--- src/design/pattern_adder.sv ---
// diagonal gradient value: column plus row plus offset, wrapped to width
`timescale 1ns/100ps
`default_nettype none
module pattern_adder #(
    parameter int IDX_W = 16,
    parameter int OUT_W = 12
) (
    // operands
    input  wire logic [IDX_W-1:0] col_idx,
    input  wire logic [IDX_W-1:0] row_idx,
    input  wire logic [OUT_W-1:0] offset,
    // result
    output logic      [OUT_W-1:0] value
);
    // elaboration check: the low slices below would not exist otherwise
    if (OUT_W > IDX_W) begin : g_bad
        $error("OUT_W must not exceed IDX_W");
    end

    // low bits only: the modulo is a plain truncation
    assign value = col_idx[OUT_W-1:0] + row_idx[OUT_W-1:0] + offset;
endmodule // pattern_adder
`default_nettype wire

--- config.mk ---
export PLATFORM = sky130hd
export DESIGN_NAME = pattern_adder
export DESIGN_NICKNAME = d
export VERILOG_FILES = /design/src/design/pattern_adder.sv
export SDC_FILE = /design/constraint.sdc
export NUM_CORES = 1
export LEC_CHECK = 0
export BUFFER_PORTS_ARGS = -buffer_cell sky130_fd_sc_hd__buf_2
export CORE_UTILIZATION = 40
export DETAILED_ROUTE_END_ITERATION = 10
export PLACE_DENSITY_LB_ADDON = 0.15
export RECOVER_POWER = 25
export SLEW_MARGIN = 10
export SYNTH_ARGS = -nofsm -noshare
export SYNTH_HDL_FRONTEND = slang
export SYNTH_SLANG_ARGS = --single-unit
export TNS_END_PERCENT = 10
--- constraint.sdc ---
create_clock -name vclk -period 2.5
set_input_delay 0.25 -clock vclk [all_inputs]
set_output_delay 0.25 -clock vclk [all_outputs]
set_load 0.05 [all_outputs]
Yosys cells after proc, flatten, opt, wreduce, memory -nomap -nowiden
Index checks and enable logic that the tools add are counted.
{"block": "op_classes", "addsub": 2, "mul": 0, "div_mod_pow": 0, "order_cmp": 0, "eq_ne": 0, "shift": 0, "muxes": 0, "bitwise": 0, "n_reduce_logical": 0}
{"op": "12-bit adder", "n": 2}
{"block": "word_totals", "reg_bits": 0, "latchBits": 0, "ramBits": 0, "romBits": 0, "inputBits": 44, "output_inout_bits": 12, "mem_count": 0}

Logic depth before layout (Yosys ltp)
{"block": "logic_depth", "ltp_word": 2, "ltp_mapped": 11}

Least setup slack after synthesis
OpenSTA, ideal clock, no wires.
{"block": "synth_path", "path_type": "input -> output", "start": "input port offset[1]", "end": "output port value[9]", "arrival_ps": 2686, "t_required_ps": 2250, "setup_slack_ps": -436, "path_stages": 9, "path_buffers": 0, "cell_sequence": "fa_1 ha_1 inv_1 fa_1 nand2b_1 a21oi_2 nor3_2 a21oi_2 xor2_1"}
{"block": "synth_between", "elab_chain_cells": 1}
{"item": "from (decl)", "line_no": "11", "rtl": "input wire logic [OUT_W-1:0] offset,"}
{"item": "12-bit adder", "line_no": "21", "rtl": "assign value = col_idx[OUT_W-1:0] + row_idx[OUT_W-1:0] + offset;"}
{"item": "to (decl)", "line_no": "13", "rtl": "output logic [OUT_W-1:0] value"}
No other way between the ends.

Worst setup path after layout
Same ends and word-level chain as after synthesis.

==> metrics.csv <==
metric,value,unit
outcome,"complete, but fails checks",
failed_checks,setup timing,
whs_endpoint,value[11],
setup_tns,-0.0584,ns
drt-wirelength-per-cell,11.2,um
crit_arrival,2.30,ns
finalMaxSlewViolations,0,
seqCellArea,0,sq um
hpwlAfterDp,1540,um
routed-via-count,763,
placed_cells,161,
grt_max_degree,7,
ys_top_cells_by_count,"fa_1, inv_1, ha_1",
grt_pass1_vias,752,
leakage,0.600,nW
netlist_area,722,sq um
holdPathStages,5,
synth.area.mux_share,0,%
min_path_type,in -> out,
synth_cell_type_count,22,
setup_viol,2,
fin_util,75.0,%
synth-simple-area-share,13.5,%
drc,0,
peakVddDrop,0.679,mV
rsz0062_at_grt,yes,
gr-total-overflow,0,
worstMarginPinSlew,0.587,ns
end_kind,primary output,
min_from,col_idx[11],
grt_pass1_wl,2870,um
initialDrtViolationCount,5,
port_buffers,48,
synth_warnings,0,
grtUsageTotal,19.0,%
synthXorXnorAreaFrac,14.6,%
nClkBuffers,0,
cpMostUsedCell,buf_6,
nets,206,
viasPerCell,4.71,
design.seq.count,0,
hold_violations,0,
fmax,392,MHz
fp.coreArea,0.00159,sq mm
avgSynthCellArea,9.02,sq um
ys_seq_area_share,0,%
path_buf_inv,3,
cp_top_family,adder cells,
start_util,45.3,%
maxSlewHeadroom,61.0,%
cap_violations,0,
startpoint_type,input pin,
ant_nets,0,
path_cells,buf_6 -> fa_1 -> ha_2 -> inv_2 -> fa_2 -> nand2b_4 -> a21oi_4 -> nor3_2 -> a21oi_2 -> xor2_2 -> buf_6,
gp_congestion,0.755,
stdcell_count,162,
fillCellCount,119,
routed_wl,1820,um
fin_crit_sh,102,%
synth-adder-area-share,50.6,%
cp.required,2.25,ns
dieArea,0.00198,sq mm
critPathMaxStageDelay,0.53,ns
synth_nets,146,
synth_cells,80,
synth_top_family_by_area,adder cells,
p_per_area,746,mW/mm^2
worst_slack,-0.0491,ns
synth-compound-area-share,15.1,%
ys_top_cells_by_area,"fa_1, ha_1, xnor2_1",
ctsHoldBuffers,0,
yosysTopAreaCell,fa_1,
critPathSlowestCell,fa_1,
synth.top_cell.area_share,33.3,%
cp-startpoint,offset[1],
num_antenna_cells,0,
antenna_found_initial,0,
rows,14,
crit_type,in -> out,
period_minus_slack,2.55,ns
first_pass_iters,3,
areaGrowthSynthToFinish,65.5,%
io_pins,56,
die_w,44.5,um
cp_max_fo,2,
die_h,44.5,um
layout-drive-gt1-share,57.2,%
[cell type report]
type	count	area [sq um]	area share [%]
multi-input cells	68	767	64.2
repair buffers	58	353	29.5
inverters	12	45.0	3.77
well taps	24	30.0	2.51
[tightest hold or removal path: stages]
cell and delay [ns]:
buf_2 0.08, xnor2_1 0.07, xnor2_1 0.17, xnor2_1 0.06, buf_4 0.18
[where the power goes]
| group | leakage (nW) | total [W] | internal, W | switching, W |
|---|---|---|---|---|
| Sequential | 0 | 0 | 0 | 0 |
| Clock | 0 | 0 | 0 | 0 |
| Combinational | 0.600 | 0.000891 | 0.000336 | 0.000555 |
[placed cells by master (no fill, tap or decap), types with 2 or more instances in the layout]
master   instances
ha_1             7
fa_1            10
a21oi_2          3
xnor2_2          2
buf_4           13
nand3_1          4
nand2_1          6
buf_2           39
nor2_1           3
a21oi_4          2
o21ai_0          2
ha_2             2
xor2_2           2
xnor2_1          7
buf_6            5
a21oi_1          3
inv_1           11
fa_2             2
[stage by stage]
step	worst slack [ns]	power (W)	hold WS, ns	cell area [sq um]
6_report	-0.0491	0.000891	1.07	1190
5_1_grt	-0.144	0.000951	1.12	1190
4_1_cts	-0.0778	0.000848	1.08	1130
3_5_place_dp	-0.262	0.000791	1.08	1080
3_3_place_gp	-0.223	0.000776	1.02	1080
2_1_floorplan	-0.215	0.000593	0.879	744
[how the worst max path moves through the flow]
stage | end | slack [ns] | cells past startpoint
3_3_place_gp | value[9] | -0.22 | 11
4_1_cts | value[9] | -0.08 | 11
2_1_floorplan | value[8] | -0.21 | 7
5_1_grt | value[9] | -0.14 | 11
3_5_place_dp | value[9] | -0.26 | 11
6_report | value[9] | -0.05 | 11
[per-layer routing]
metal	vias to the layer above	routed length, um	track usage [%]	share of wire [%]
li1	381	-	-	-
met1	355	566	19.4	31
met2	25	1160	42.1	64
met3	2	81	0.816	4.5
met4	0	8	1.21	0.44
met5	-	0	0	0
[timing repair]
| action | in CTS | in global routing |
|---|---|---|
| resized for setup | 14 | 11 |
| setup buffers | 0 | 1 |
| setup endpoints to repair | 7 | 6 |
| pin swaps | 8 | 10 |
| hold endpoints to repair | 0 | 0 |
[cells by family after synthesis]
kind of cell             count (synthesis)
adder cells (fa/ha/maj)                 22
XOR/XNOR                                12
AO/OA/AOI/OAI                           15
AND/OR/NAND/NOR                         19
buffers and inverters                   12
Power figures use the tool's default switching activity.
